==> config.mk <==
export PLATFORM = sky130hd
export DESIGN_NAME = irqsrc_top
export DESIGN_NICKNAME = d
export VERILOG_FILES = /design/src/verilog/irqsrc_pkg.sv /design/src/verilog/irqsrc_sel_if.sv /design/src/verilog/irqsrc_arbiter.sv /design/src/verilog/irqsrc_edge_sync.sv /design/src/verilog/irqsrc_top.sv
export SDC_FILE = /design/constraint.sdc
export NUM_CORES = 1
export LEC_CHECK = 0
export ABC_AREA = 1
export BUFFER_PORTS_ARGS = -buffer_cell sky130_fd_sc_hd__buf_4
export CAP_MARGIN = 20
export CELL_PAD_IN_SITES_DETAIL_PLACEMENT = 0
export CELL_PAD_IN_SITES_GLOBAL_PLACEMENT = 1
export CORE_MARGIN = 2
export CORE_UTILIZATION = 36
export DETAILED_ROUTE_END_ITERATION = 16
export GPL_TIMING_DRIVEN = 0
export PLACE_DENSITY_LB_ADDON = 0.1
export SLEW_MARGIN = 5
export SYNTH_ARGS = -nofsm -noshare
export SYNTH_HDL_FRONTEND = slang
export SYNTH_HIERARCHICAL = 1
export SYNTH_SLANG_ARGS = --single-unit
==> constraint.sdc <==
create_clock -name core_clk -period 3.08 [get_ports core_clk]
set_input_delay 0.308 -clock core_clk [delete_from_list [all_inputs] [get_ports core_clk]]
set_output_delay 0.308 -clock core_clk [all_outputs]
set_load 0.02 [all_outputs]
==> src/verilog/irqsrc_pkg.sv <==
// constants and types shared by the interrupt request source block
package irqsrc_pkg;
  localparam int NumSrc = 10;
  localparam int VecW = 4;
  // polling order, index 0 polled first
  localparam logic [3:0] SrcExtFirst = 4'h0;
  localparam logic [3:0] SrcSerial2 = 4'h1;
  localparam logic [3:0] SrcTimerA = 4'h2;
  localparam logic [3:0] SrcI2c = 4'h3;
  localparam logic [3:0] SrcExtSecond = 4'h4;
  localparam logic [3:0] SrcDisplay = 4'h5;
  localparam logic [3:0] SrcTimerB = 4'h6;
  localparam logic [3:0] SrcUsb = 4'h7;
  localparam logic [3:0] SrcSerial1 = 4'h8;
  localparam logic [3:0] SrcTimerC = 4'h9;
  localparam logic [1:0] TimerModeSplit = 2'h3;
  localparam logic PrioHigh = 1'b1;
  typedef enum logic [1:0] {
    IRQSRC_IDLE = 2'b00,
    IRQSRC_LOW = 2'b01,
    IRQSRC_HIGH = 2'b10,
    IRQSRC_BOTH = 2'b11
  } irqsrc_level_t;
endpackage

==> src/verilog/irqsrc_sel_if.sv <==
// request and priority bundle between the flag logic and the arbiter
`timescale 1ns/100ps
interface irqsrc_sel_if;
  import irqsrc_pkg::*;
  logic [NumSrc-1:0] pend;
  logic [NumSrc-1:0] prio;
  logic grantValid;
  logic grantHigh;
  logic [VecW-1:0] grantVec;
  modport flags (output pend, output prio, input grantValid, input grantHigh, input grantVec);
  modport arb (input pend, input prio, output grantValid, output grantHigh, output grantVec);
endinterface

==> src/verilog/irqsrc_arbiter.sv <==
// priority and polling arbiter with in-service tracking
`timescale 1ns/100ps
module irqsrc_arbiter
  import irqsrc_pkg::*;
(
  input wire logic core_clk,
  input wire logic reset_n,
  input wire logic clkEn,
  input wire logic globalEn,
  input wire logic vectorAck,
  input wire logic serviceDone,
  irqsrc_sel_if.arb sel
);
  irqsrc_level_t level_r;
  logic [VecW-1:0] hiVec;
  logic [VecW-1:0] loVec;
  logic hiAny;
  logic loAny;
  // lowest index wins within a level
  always_comb begin
    hiVec = '0;
    loVec = '0;
    hiAny = 1'b0;
    loAny = 1'b0;
    for (int i = NumSrc - 1; i >= 0; i--) begin
      if (sel.pend[i] && sel.prio[i] == PrioHigh) begin
        hiAny = 1'b1;
        hiVec = VecW'(i);
      end
      if (sel.pend[i] && sel.prio[i] != PrioHigh) begin
        loAny = 1'b1;
        loVec = VecW'(i);
      end
    end
  end
  // nothing preempts high; high preempts low only
  always_comb begin
    sel.grantValid = 1'b0;
    sel.grantHigh = 1'b0;
    sel.grantVec = hiVec;
    if (globalEn) begin
      if (hiAny && level_r != IRQSRC_HIGH && level_r != IRQSRC_BOTH) begin
        sel.grantValid = 1'b1;
        sel.grantHigh = 1'b1;
      end else if (loAny && level_r == IRQSRC_IDLE) begin
        sel.grantValid = 1'b1;
        sel.grantVec = loVec;
      end
    end
  end
  // in-service levels; return closes the highest active level
  always_ff @(posedge core_clk or negedge reset_n) begin
    if (!reset_n) begin
      level_r <= IRQSRC_IDLE;
    end else if (clkEn) begin
      if (vectorAck && sel.grantValid) begin
        case (level_r)
          IRQSRC_IDLE: level_r <= sel.grantHigh ? IRQSRC_HIGH : IRQSRC_LOW;
          IRQSRC_LOW: level_r <= IRQSRC_BOTH;
          default: level_r <= level_r;
        endcase
      end else if (serviceDone) begin
        case (level_r)
          IRQSRC_BOTH: level_r <= IRQSRC_LOW;
          IRQSRC_LOW: level_r <= IRQSRC_IDLE;
          IRQSRC_HIGH: level_r <= IRQSRC_IDLE;
          default: level_r <= IRQSRC_IDLE;
        endcase
      end
    end
  end
endmodule // irqsrc_arbiter

==> src/verilog/irqsrc_edge_sync.sv <==
// two-stage synchroniser with edge detect for the external request pins
`timescale 1ns/100ps
module irqsrc_edge_sync
  import irqsrc_pkg::*;
(
  input wire logic core_clk,
  input wire logic reset_n,
  input wire logic clkEn,
  input wire logic [1:0] pinIn,
  output logic [1:0] pinLevel,
  output logic [1:0] pinFall
);
  logic [1:0] meta_r;
  logic [1:0] sync_r;
  logic [1:0] prev_r;
  // first stage read only by the second stage
  always_ff @(posedge core_clk or negedge reset_n) begin
    if (!reset_n) begin
      meta_r <= 2'h3;
      sync_r <= 2'h3;
      prev_r <= 2'h3;
    end else if (clkEn) begin
      meta_r <= pinIn;
      sync_r <= meta_r;
      prev_r <= sync_r;
    end
  end
  // pins are active low; a fall between consecutive samples is an edge
  assign pinLevel = ~sync_r;
  assign pinFall = prev_r & ~sync_r;
endmodule // irqsrc_edge_sync

==> src/verilog/irqsrc_top.sv <==
// interrupt request flags for ten sources with priority selection
`timescale 1ns/100ps
module irqsrc_top
  import irqsrc_pkg::*;
(
  input wire logic core_clk,
  input wire logic reset_n,
  input wire logic clkEn,
  input wire logic extIrqFirstN,
  input wire logic extIrqSecondN,
  input wire logic extFirstTriggerType,
  input wire logic extSecondTriggerType,
  input wire logic adcTakeover,
  input wire logic adcDone,
  input wire logic timerAOverflow,
  input wire logic [1:0] timerAMode,
  input wire logic timerBOverflow,
  input wire logic timerCOverflow,
  input wire logic timerCExtTriggerN,
  input wire logic timerCExtTriggerEnable,
  input wire logic timerCFlagsClear,
  input wire logic i2cSecondEvent,
  input wire logic i2cFirstEvent,
  input wire logic ddc1Event,
  input wire logic protocolSwitchEvent,
  input wire logic displayFlagsClear,
  input wire logic usbRequest,
  input wire logic serial1Request,
  input wire logic serial2Request,
  input wire logic [NumSrc-1:0] srcEnable,
  input wire logic [NumSrc-1:0] srcPriority,
  input wire logic globalEnable,
  input wire logic vectorAck,
  input wire logic serviceDone,
  output logic irqValid,
  output logic irqHigh,
  output logic [VecW-1:0] irqVector,
  output logic extFirstRequestFlag,
  output logic extSecondRequestFlag,
  output logic timerAOverflowFlag,
  output logic timerBOverflowFlag,
  output logic timerCOverflowFlag,
  output logic timerCExtTriggerFlag,
  output logic i2cSecondIntrFlag,
  output logic i2cFirstIntrFlag,
  output logic ddc1Flag,
  output logic protocolSwitchFlag
);
  // carrier between the flag logic and the arbiter
  irqsrc_sel_if sel ();

  // synchronised pin views
  logic [1:0] pinLevel;
  logic [1:0] pinFall;

  // requests before masking, and one service strobe per source
  logic [NumSrc-1:0] raw;
  logic [NumSrc-1:0] taken;

  // registered request flags, reset to no request
  logic extFirst_r;
  logic extSecond_r;
  logic timerA_r;
  logic timerB_r;
  logic timerC_r;
  logic timerCExt_r;
  logic i2cSecond_r;
  logic i2cFirst_r;
  logic ddc1_r;
  logic swh_r;

  // second external path after the converter takeover choice
  logic secondLevel;
  logic secondEdge;
  logic secondIsEdge;

  // pins pass two flops before any flag logic sees them
  irqsrc_edge_sync u_sync (
    .core_clk(core_clk),
    .reset_n(reset_n),
    .clkEn(clkEn),
    .pinIn({extIrqSecondN, extIrqFirstN}),
    .pinLevel(pinLevel),
    .pinFall(pinFall)
  );

  // the trigger pin of timer c shares the sampled path through a second instance
  logic [1:0] trigLevel;
  logic [1:0] trigFall;
  // the spare second channel is tied idle so it never shows an edge
  irqsrc_edge_sync u_trig (
    .core_clk(core_clk),
    .reset_n(reset_n),
    .clkEn(clkEn),
    .pinIn({1'b1, timerCExtTriggerN}),
    .pinLevel(trigLevel),
    .pinFall(trigFall)
  );

  // one-cycle service strobe per source from the arbiter grant
  always_comb begin
    taken = '0;
    // an acknowledge without a standing grant strobes nothing
    if (vectorAck && sel.grantValid) begin
      taken[sel.grantVec] = 1'b1;
    end
  end

  // converter takeover swaps the second path for conversion done, as an edge
  assign secondIsEdge = adcTakeover | extSecondTriggerType;
  // the level view is parked low once the converter owns the path
  assign secondLevel = adcTakeover ? 1'b0 : pinLevel[1];
  assign secondEdge = adcTakeover ? adcDone : pinFall[1];

  // first external flag; set wins over the vectoring clear
  always_ff @(posedge core_clk or negedge reset_n) begin
    if (!reset_n) begin
      extFirst_r <= 1'b0;
    end else if (clkEn) begin
      // level mode mirrors the pin, so vectoring has nothing to clear
      if (!extFirstTriggerType) begin
        extFirst_r <= pinLevel[0];
      end else if (pinFall[0]) begin
        extFirst_r <= 1'b1;
      end else if (taken[SrcExtFirst]) begin
        extFirst_r <= 1'b0;
      end
    end
  end

  // second external flag, pin or converter
  always_ff @(posedge core_clk or negedge reset_n) begin
    if (!reset_n) begin
      extSecond_r <= 1'b0;
    end else if (clkEn) begin
      // converter takeover always counts as edge mode
      if (!secondIsEdge) begin
        extSecond_r <= secondLevel;
      end else if (secondEdge) begin
        extSecond_r <= 1'b1;
      end else if (taken[SrcExtSecond]) begin
        extSecond_r <= 1'b0;
      end
    end
  end

  // timer a overflow flag, cleared when serviced
  always_ff @(posedge core_clk or negedge reset_n) begin
    if (!reset_n) begin
      timerA_r <= 1'b0;
    end else if (clkEn) begin
      // split mode routes timer a overflow elsewhere, so it sets nothing here
      if (timerAOverflow && timerAMode != TimerModeSplit) begin
        timerA_r <= 1'b1;
      end else if (taken[SrcTimerA]) begin
        timerA_r <= 1'b0;
      end
    end
  end

  // timer b overflow flag, cleared when serviced
  always_ff @(posedge core_clk or negedge reset_n) begin
    if (!reset_n) begin
      timerB_r <= 1'b0;
    end else if (clkEn) begin
      // no split mode here, so every overflow raises the request
      if (timerBOverflow) begin
        timerB_r <= 1'b1;
      end else if (taken[SrcTimerB]) begin
        timerB_r <= 1'b0;
      end
    end
  end

  // timer c overflow flag, software clear only
  always_ff @(posedge core_clk or negedge reset_n) begin
    if (!reset_n) begin
      timerC_r <= 1'b0;
    end else if (clkEn) begin
      // vectoring leaves it, so the routine can still tell its two causes apart
      if (timerCOverflow) begin
        timerC_r <= 1'b1;
      end else if (timerCFlagsClear) begin
        timerC_r <= 1'b0;
      end
    end
  end

  // timer c trigger flag, same software clear as the overflow flag
  always_ff @(posedge core_clk or negedge reset_n) begin
    if (!reset_n) begin
      timerCExt_r <= 1'b0;
    end else if (clkEn) begin
      // the enable gates only the set; a standing flag survives disabling
      if (trigFall[0] && timerCExtTriggerEnable) begin
        timerCExt_r <= 1'b1;
      end else if (timerCFlagsClear) begin
        timerCExt_r <= 1'b0;
      end
    end
  end

  // second i2c interrupt bit, hardware clears on service
  always_ff @(posedge core_clk or negedge reset_n) begin
    if (!reset_n) begin
      i2cSecond_r <= 1'b0;
    end else if (clkEn) begin
      // a new event in the vectoring cycle wins, so no transfer is lost
      if (i2cSecondEvent) begin
        i2cSecond_r <= 1'b1;
      end else if (taken[SrcI2c]) begin
        i2cSecond_r <= 1'b0;
      end
    end
  end

  // first i2c interrupt bit, the one display channel bit hardware clears
  always_ff @(posedge core_clk or negedge reset_n) begin
    if (!reset_n) begin
      i2cFirst_r <= 1'b0;
    end else if (clkEn) begin
      // cleared only when the display source itself is vectored
      if (i2cFirstEvent) begin
        i2cFirst_r <= 1'b1;
      end else if (taken[SrcDisplay]) begin
        i2cFirst_r <= 1'b0;
      end
    end
  end

  // first display channel flag, only software clears it
  always_ff @(posedge core_clk or negedge reset_n) begin
    if (!reset_n) begin
      ddc1_r <= 1'b0;
    end else if (clkEn) begin
      // vectoring leaves it; the routine reads it to find the cause
      if (ddc1Event) begin
        ddc1_r <= 1'b1;
      end else if (displayFlagsClear) begin
        ddc1_r <= 1'b0;
      end
    end
  end

  // protocol switch flag, only software clears it
  always_ff @(posedge core_clk or negedge reset_n) begin
    if (!reset_n) begin
      swh_r <= 1'b0;
    end else if (clkEn) begin
      // set by the one-way switch of protocol, held through vectoring
      if (protocolSwitchEvent) begin
        swh_r <= 1'b1;
      end else if (displayFlagsClear) begin
        swh_r <= 1'b0;
      end
    end
  end

  // raw requests in polling order; usb and serial flags live in their units
  always_comb begin
    raw = '0;
    raw[SrcExtFirst] = extFirst_r;
    raw[SrcSerial2] = serial2Request;
    raw[SrcTimerA] = timerA_r;
    raw[SrcI2c] = i2cSecond_r;
    raw[SrcExtSecond] = extSecond_r;
    raw[SrcDisplay] = i2cFirst_r | ddc1_r | swh_r;
    raw[SrcTimerB] = timerB_r;
    raw[SrcUsb] = usbRequest;
    raw[SrcSerial1] = serial1Request;
    raw[SrcTimerC] = timerC_r | timerCExt_r;
  end

  // per-source enables mask requests before arbitration
  assign sel.pend = raw & srcEnable;
  assign sel.prio = srcPriority;

  // a level source must drop before serviceDone or it is taken again
  // the arbiter keeps the in-service levels; this module only keeps flags
  irqsrc_arbiter u_arb (
    .core_clk(core_clk),
    .reset_n(reset_n),
    .clkEn(clkEn),
    .globalEn(globalEnable),
    .vectorAck(vectorAck),
    .serviceDone(serviceDone),
    .sel(sel)
  );

  // grant stays combinational so the core can acknowledge in the same cycle
  assign irqValid = sel.grantValid;
  assign irqHigh = sel.grantHigh;
  assign irqVector = sel.grantVec;

  // flags straight from their flops
  assign extFirstRequestFlag = extFirst_r;
  assign extSecondRequestFlag = extSecond_r;
  assign timerAOverflowFlag = timerA_r;
  assign timerBOverflowFlag = timerB_r;
  assign timerCOverflowFlag = timerC_r;
  assign timerCExtTriggerFlag = timerCExt_r;
  assign i2cSecondIntrFlag = i2cSecond_r;
  assign i2cFirstIntrFlag = i2cFirst_r;
  assign ddc1Flag = ddc1_r;
  assign protocolSwitchFlag = swh_r;
endmodule // irqsrc_top
# Word-level counts from Yosys, hierarchy flattened

Index checks and enable logic that the tools add are counted.

Magnitude comparators: 2
Eq/ne operators: 8
Muxes and demuxes: 78
Bitwise gates (word level): 19
Reductions and logical operators: 48

Operators by type and width:

| operator                                                                            | number |
|---|---|
| 4-bit 2-to-1 mux                                                                    | 23 |
| 1-bit 2-to-1 mux                                                                    | 49 |
| 1-bit logical AND                                                                   | 27 |
| 2-bit AND reduction                                                                 | 10 |
| 2-bit nonzero test                                                                  | 9 |
| 1-bit NOT                                                                           | 11 |
| 10-bit bitwise AND                                                                  | 1 |
| 7-bit 2-to-1 mux                                                                    | 1 |
| 2-bit 2-to-1 mux                                                                    | 3 |
| 2-bit inequality test, second input constant                                        | 3 |
| 3-bit by 1-bit inequality test with 1-bit output, second input constant             | 2 |
| 4-bit by 5-bit < comparator with 1-bit output, second input constant                | 1 |
| 1-bit demux with 4-bit select                                                       | 1 |
| 4-bit by 1-bit greater-or-equal comparator with 1-bit output, second input constant | 1 |
| 1-bit bitwise OR                                                                    | 4 |
| 2-bit case mux with 2 select lines                                                  | 1 |
| 3-bit inequality test, second input constant                                        | 1 |
| 3-bit AND reduction                                                                 | 1 |
| 2-bit bitwise AND                                                                   | 1 |
| 2-bit by 1-bit == test with 1-bit output, second input constant                     | 1 |
| 2-bit == test, second input constant                                                | 1 |
| 2-bit logical NOT                                                                   | 1 |
| 2-bit NOT                                                                           | 1 |
| 1-bit bitwise AND                                                                   | 1 |

Register bits after elaboration: 21
Input port bits: 48
Output and inout bits: 16

# Longest topological paths before layout

Depth in word-level cells: 26
Mapped depth: 19
Gate-level depth less buffers: 19

# Cells and area by module

Netlist, hierarchy kept.

Modules (own cells, without submodules):

| module           | times used | cells each | area each (um^2) | sequential area each (um^2) |
|---|---|---|---|---|
| irqsrc_arbiter   | 1          | 108        | 621.8            | 50.0 |
| irqsrc_top       | 1          | 87         | 593.1            | 250.2 |
| irqsrc_edge_sync | 2          | 31         | 251.5            | 157.7 |

# Least setup slack after synthesis

OpenSTA, ideal clock, no wires.

Kind: reg-to-reg
Start: reg ddc1_r, in the netlist ddc1Flag
End: reg timerB_r, in the netlist timerBOverflowFlag
Library setup time: 0.117 ns
Arrival time: 2.248 ns
Required time: 2.963 ns
Setup slack: 0.715 ns
Cell stages (with the launch flop): 14
Path buffers: 0
Clock period less this slack: 2.365 ns
Cells stage by stage: dfrtp_1 > o31a_1 > nand2_1 > nand2_1 > nor2_4 > nand3_4 > nand2_1 > nand4_1 > o21ai_1 > inv_1 > nor3_2 > nand3_1 > nand2_1 > nand2_1

Longest elaborated chain between the ends: 21
Elaborated cells between the ends (all ways): 47
Those cells by class: order compare (2); mux (33); bitwise (3); reduce/logical (9)

RTL lines:

| what                                                                                                                                                | line                                       | text |
|---|---|---|
| from (decl)                                                                                                                                         | irqsrc_top.sv:69                           | `logic ddc1_r;` |
| from (signal assigned)                                                                                                                              | irqsrc_top.sv:234                          | `ddc1_r <= 1'b0;` |
| from (signal assigned)                                                                                                                              | irqsrc_top.sv:238                          | `ddc1_r <= 1'b1;` |
| from (signal assigned)                                                                                                                              | irqsrc_top.sv:240                          | `ddc1_r <= 1'b0;` |
| 1-bit bitwise OR (*) (2 in series)                                                                                                                  | irqsrc_top.sv:267                          | `raw[SrcDisplay] = i2cFirst_r \| ddc1_r \| swh_r;` |
| 10-bit bitwise AND (*)                                                                                                                              | irqsrc_top.sv:275                          | `assign sel.pend = raw & srcEnable;` |
| named net sel.pend[5]                                                                                                                               | irqsrc_sel_if.sv:5                         | `logic [NumSrc-1:0] pend;` |
| 1-bit logical AND (on tied branches)                                                                                                                | irqsrc_arbiter.sv:30, irqsrc_arbiter.sv:26 |  |
| 1-bit 2-to-1 mux (on tied branches) (6 in series)                                                                                                   | irqsrc_arbiter.sv:30, irqsrc_arbiter.sv:26 |  |
| 1-bit logical AND (on tied branches)                                                                                                                | irqsrc_arbiter.sv:45, irqsrc_arbiter.sv:42 |  |
| 4-bit 2-to-1 mux or 1-bit logical AND (tied branches)                                                                                               | irqsrc_arbiter.sv:45, irqsrc_arbiter.sv:42 |  |
| 4-bit 2-to-1 mux                                                                                                                                    | irqsrc_arbiter.sv:42                       | `if (hiAny && level_r != IRQSRC_HIGH && level_r != IRQSRC_BOTH) begin` |
| 4-bit 2-to-1 mux (*)                                                                                                                                | irqsrc_arbiter.sv:41                       | `if (globalEn) begin` |
| named net irqVector[2]                                                                                                                              | irqsrc_top.sv:37                           | `output logic [VecW-1:0] irqVector,` |
| 4-bit by 5-bit < comparator with 1-bit output (not written as such) or 4-bit by 1-bit greater-or-equal comparator with 1-bit output (tied branches) | irqsrc_top.sv:105                          | `taken[sel.grantVec] = 1'b1;` |
| 1-bit logical AND (not written as such)                                                                                                             | irqsrc_top.sv:105                          |  |
| 1-bit 2-to-1 mux (not written as such)                                                                                                              | irqsrc_top.sv:105                          |  |
| 1-bit demux with 4-bit select (*)                                                                                                                   | irqsrc_top.sv:105                          |  |
| 7-bit 2-to-1 mux (*)                                                                                                                                | irqsrc_top.sv:104                          | `if (vectorAck && sel.grantValid) begin` |
| 2-bit nonzero test (no line) (*)                                                                                                                    | n/a                                        |  |
| 2-bit AND reduction (no line) (*)                                                                                                                   | n/a                                        |  |
| to (signal assigned)                                                                                                                                | irqsrc_top.sv:164                          | `timerB_r <= 1'b0;` |
| to (signal assigned)                                                                                                                                | irqsrc_top.sv:168                          | `timerB_r <= 1'b1;` |
| to (signal assigned)                                                                                                                                | irqsrc_top.sv:170                          | `timerB_r <= 1'b0;` |
| to (decl)                                                                                                                                           | irqsrc_top.sv:64                           | `logic timerB_r;` |

The timed path passes the listed nets; every way through them passes the cells marked *.
A chain may end at the register's enable or synchronous reset.

# Final worst setup path

Start: reg ddc1_r, in the netlist ddc1Flag
End: out irqVector[1]

Longest elaborated chain between the ends: 14
Elaborated cells between the ends (all ways): 35
Those cells by class: mux (27); bitwise (3); reduce/logical (5)

RTL lines:

| what                                                  | line |
|---|---|
| 1-bit bitwise OR (*) (2 in series)                    | irqsrc_top.sv:267 |
| 10-bit bitwise AND (*)                                | irqsrc_top.sv:275 |
| named net sel.pend[5]                                 | irqsrc_sel_if.sv:5 |
| 1-bit logical AND (on tied branches)                  | irqsrc_arbiter.sv:30, irqsrc_arbiter.sv:26 |
| 1-bit 2-to-1 mux (on tied branches) (6 in series)     | irqsrc_arbiter.sv:30, irqsrc_arbiter.sv:26 |
| 1-bit logical AND (on tied branches)                  | irqsrc_arbiter.sv:45, irqsrc_arbiter.sv:42 |
| 4-bit 2-to-1 mux or 1-bit logical AND (tied branches) | irqsrc_arbiter.sv:45, irqsrc_arbiter.sv:42 |
| 4-bit 2-to-1 mux                                      | irqsrc_arbiter.sv:42 |
| 4-bit 2-to-1 mux (*)                                  | irqsrc_arbiter.sv:41 |
| to (decl)                                             | irqsrc_top.sv:37 |

Marked as above.

==> results_dict.tcl <==
set metrics [dict create \
    power_density_mw_per_mm2 416 \
    antenna_found_initial 0 \
    grt_max_degree 22 \
    crit_path_frequent_cell "nand2_1" \
    diodes 0 \
    crit_type "flop to primary output" \
    rsz0062_at_grt "no" \
    cts_setup_buffers 0 \
    wl_um 3790 \
    worstPathRequired_ns 2.77 \
    start_kind "flop" \
    crit_chain "o31a_1 -> nand2_1 -> nand2_1 -> nor2_4 -> nand3_4 -> nand2_1 -> nand3_1 -> o22ai_1 -> buf_4" \
    max_slew.worst_pin.slew_ns 0.414 \
    crit_path_top_delay_cell "dfrtp_1" \
    clock_latency_ns 0.26 \
    grt.total_usage 0.164 \
    htreeDepth 1 \
    drt-initial-drc-count 63 \
    power.leakage_nw 1.25 \
    setup_viol 0 \
    wl_per_cell_um 10.5 \
    dr.pass1.iters 4 \
    grt_pass1_wl_um 6560 \
    synth.cell_area_mm2 0.00159 \
    ir_worst_vdd_mv 0.258 \
    cpPeakStageDelay_ns 0.40 \
    cts-resized-gates 0 \
    hold_viol 0 \
    cp_data_arrival_time_ns 2.21 \
    r2r_slack_ns 0.75 \
    cts_tree "yes" \
    synth_fp_nets 288 \
    globalRouteOverflowTotal 0 \
    hold-worst-slack_ns 0.248 \
    fin_nets 357 \
    antenna_left 0 \
    seq_area_um2 537 \
    place.gp.congestion 0.756 \
    vias 1595 \
    path_max_fanout 5 \
    drc_errors 0 \
    syn_to_final_growth_pct 37.4 \
    place_hpwl_um 3080 \
    fin_tns_setup_ns 0 \
    fmax_ghz 0.397 \
    fin_crit_sh 0.817 \
    clkTransAtPathRegs_ns 0.07 \
    cts_buffers 3 \
    vias_per_cell 4.43 \
    max-cap-violations 0 \
    cts-root-buf "clkbuf_8" \
    die_w_um 70.4 \
    grt_pass1_vias 1482 \
    coreArea_mm2 0.00429 \
    postCtsHoldBufs 1 \
    portBuffers 63 \
    syn_inst 240 \
    slew_viol_final 0 \
    layout_min_cycle_time_ns 2.52 \
    finClkSkew_ns 0.00141 \
    endpoint_kind "primary output" \
    cts_sinks 21 \
    row_count 24 \
    clk_path_buf_depth 2 \
    final_layout_size_suffix_gt1_frac 0.354 \
    hold_path.class "input port to flop" \
    maxSlewHeadroom 0.724 \
    most-common-layout-cells "100 x nand2_1, 64 x buf_4, 36 x inv_1" \
    avgSynthCellArea_um2 6.61 \
    yosysWarnings 6 \
    io_pins 64 \
    die-height_um 70.4 \
    layout_commonest_cell "nand2_1" \
    num-fill-cells 470 \
    outcome "finished clean" \
    multi_input_area_um2 885 \
    start_util 0.369 \
    dieArea_mm2 0.00495 \
]
## sequential cells by signal, indices dropped and copies added, names as in the netlist, 2 cells and up
register	count
u_arb/level_r	2
u_sync/meta_r	2
u_sync/prev_r	2
u_sync/sync_r	2
## path summary, 6_finish.rpt
check / end / startpoint / depth (start not counted)
setup / recovery: irqVector[1] / ddc1Flag / 9
hold / removal: timerBOverflowFlag / timerBOverflow / 3
setup reg to reg: timerBOverflowFlag / ddc1Flag / 13
hold reg to reg: u_sync/prev_r[0] / u_sync/prev_r[0] / 2
max in group asynchronous: u_sync/sync_r[0] / reset_n / 2
min in group asynchronous: ddc1Flag / reset_n / 2
## power by group
group	total [mW]	switching (mW)	internal [mW]
Sequential	0.351	0.0308	0.320
Clock	0.178	0.0860	0.0920
Combinational	0.378	0.216	0.162
## area by class of cell
type | instances | share of cell area
Buffer | 1 | 0.00344
Clock buffer | 4 | 0.0207
Sequential cell | 21 | 0.246
Timing Repair Buffer | 64 | 0.222
Inverter | 42 | 0.0723
Tap cell | 52 | 0.0299
Multi-Input combinational cell | 176 | 0.406
## metal layers
| metal | vias up | GRT usage | share of wire |
|---|---|---|---|
| li1 | 871 | - | - |
| met1 | 689 | 0.223 | 0.47 |
| met2 | 33 | 0.273 | 0.48 |
| met3 | 2 | 0.0173 | 0.046 |
| met4 | 0 | 0.0513 | 0.0061 |
| met5 | - | 0 | 0 |
## critical path: cells and delay by family (launching register included)
kind                   cells  cell delay (ns)
AO/OA/AOI/OAI              2             0.68
AND/OR/NAND/NOR            6             0.64
flip-flops                 1             0.40
buffers and inverters      1             0.22
## through the flow
step	std cells	util	worst slack (ns)	area, um2	total power [mW]
CTS	360	0.508	0.515	2180	0.922
detailed placement	355	0.495	0.736	2120	0.738
global placement	355	0.495	0.756	2120	0.735
global route	360	0.508	0.323	2180	0.986
floorplan	240	-	0.715	1590	0.590
finish	360	0.508	0.562	2180	0.907
No activity file was read; power rests on OpenSTA's default activity.
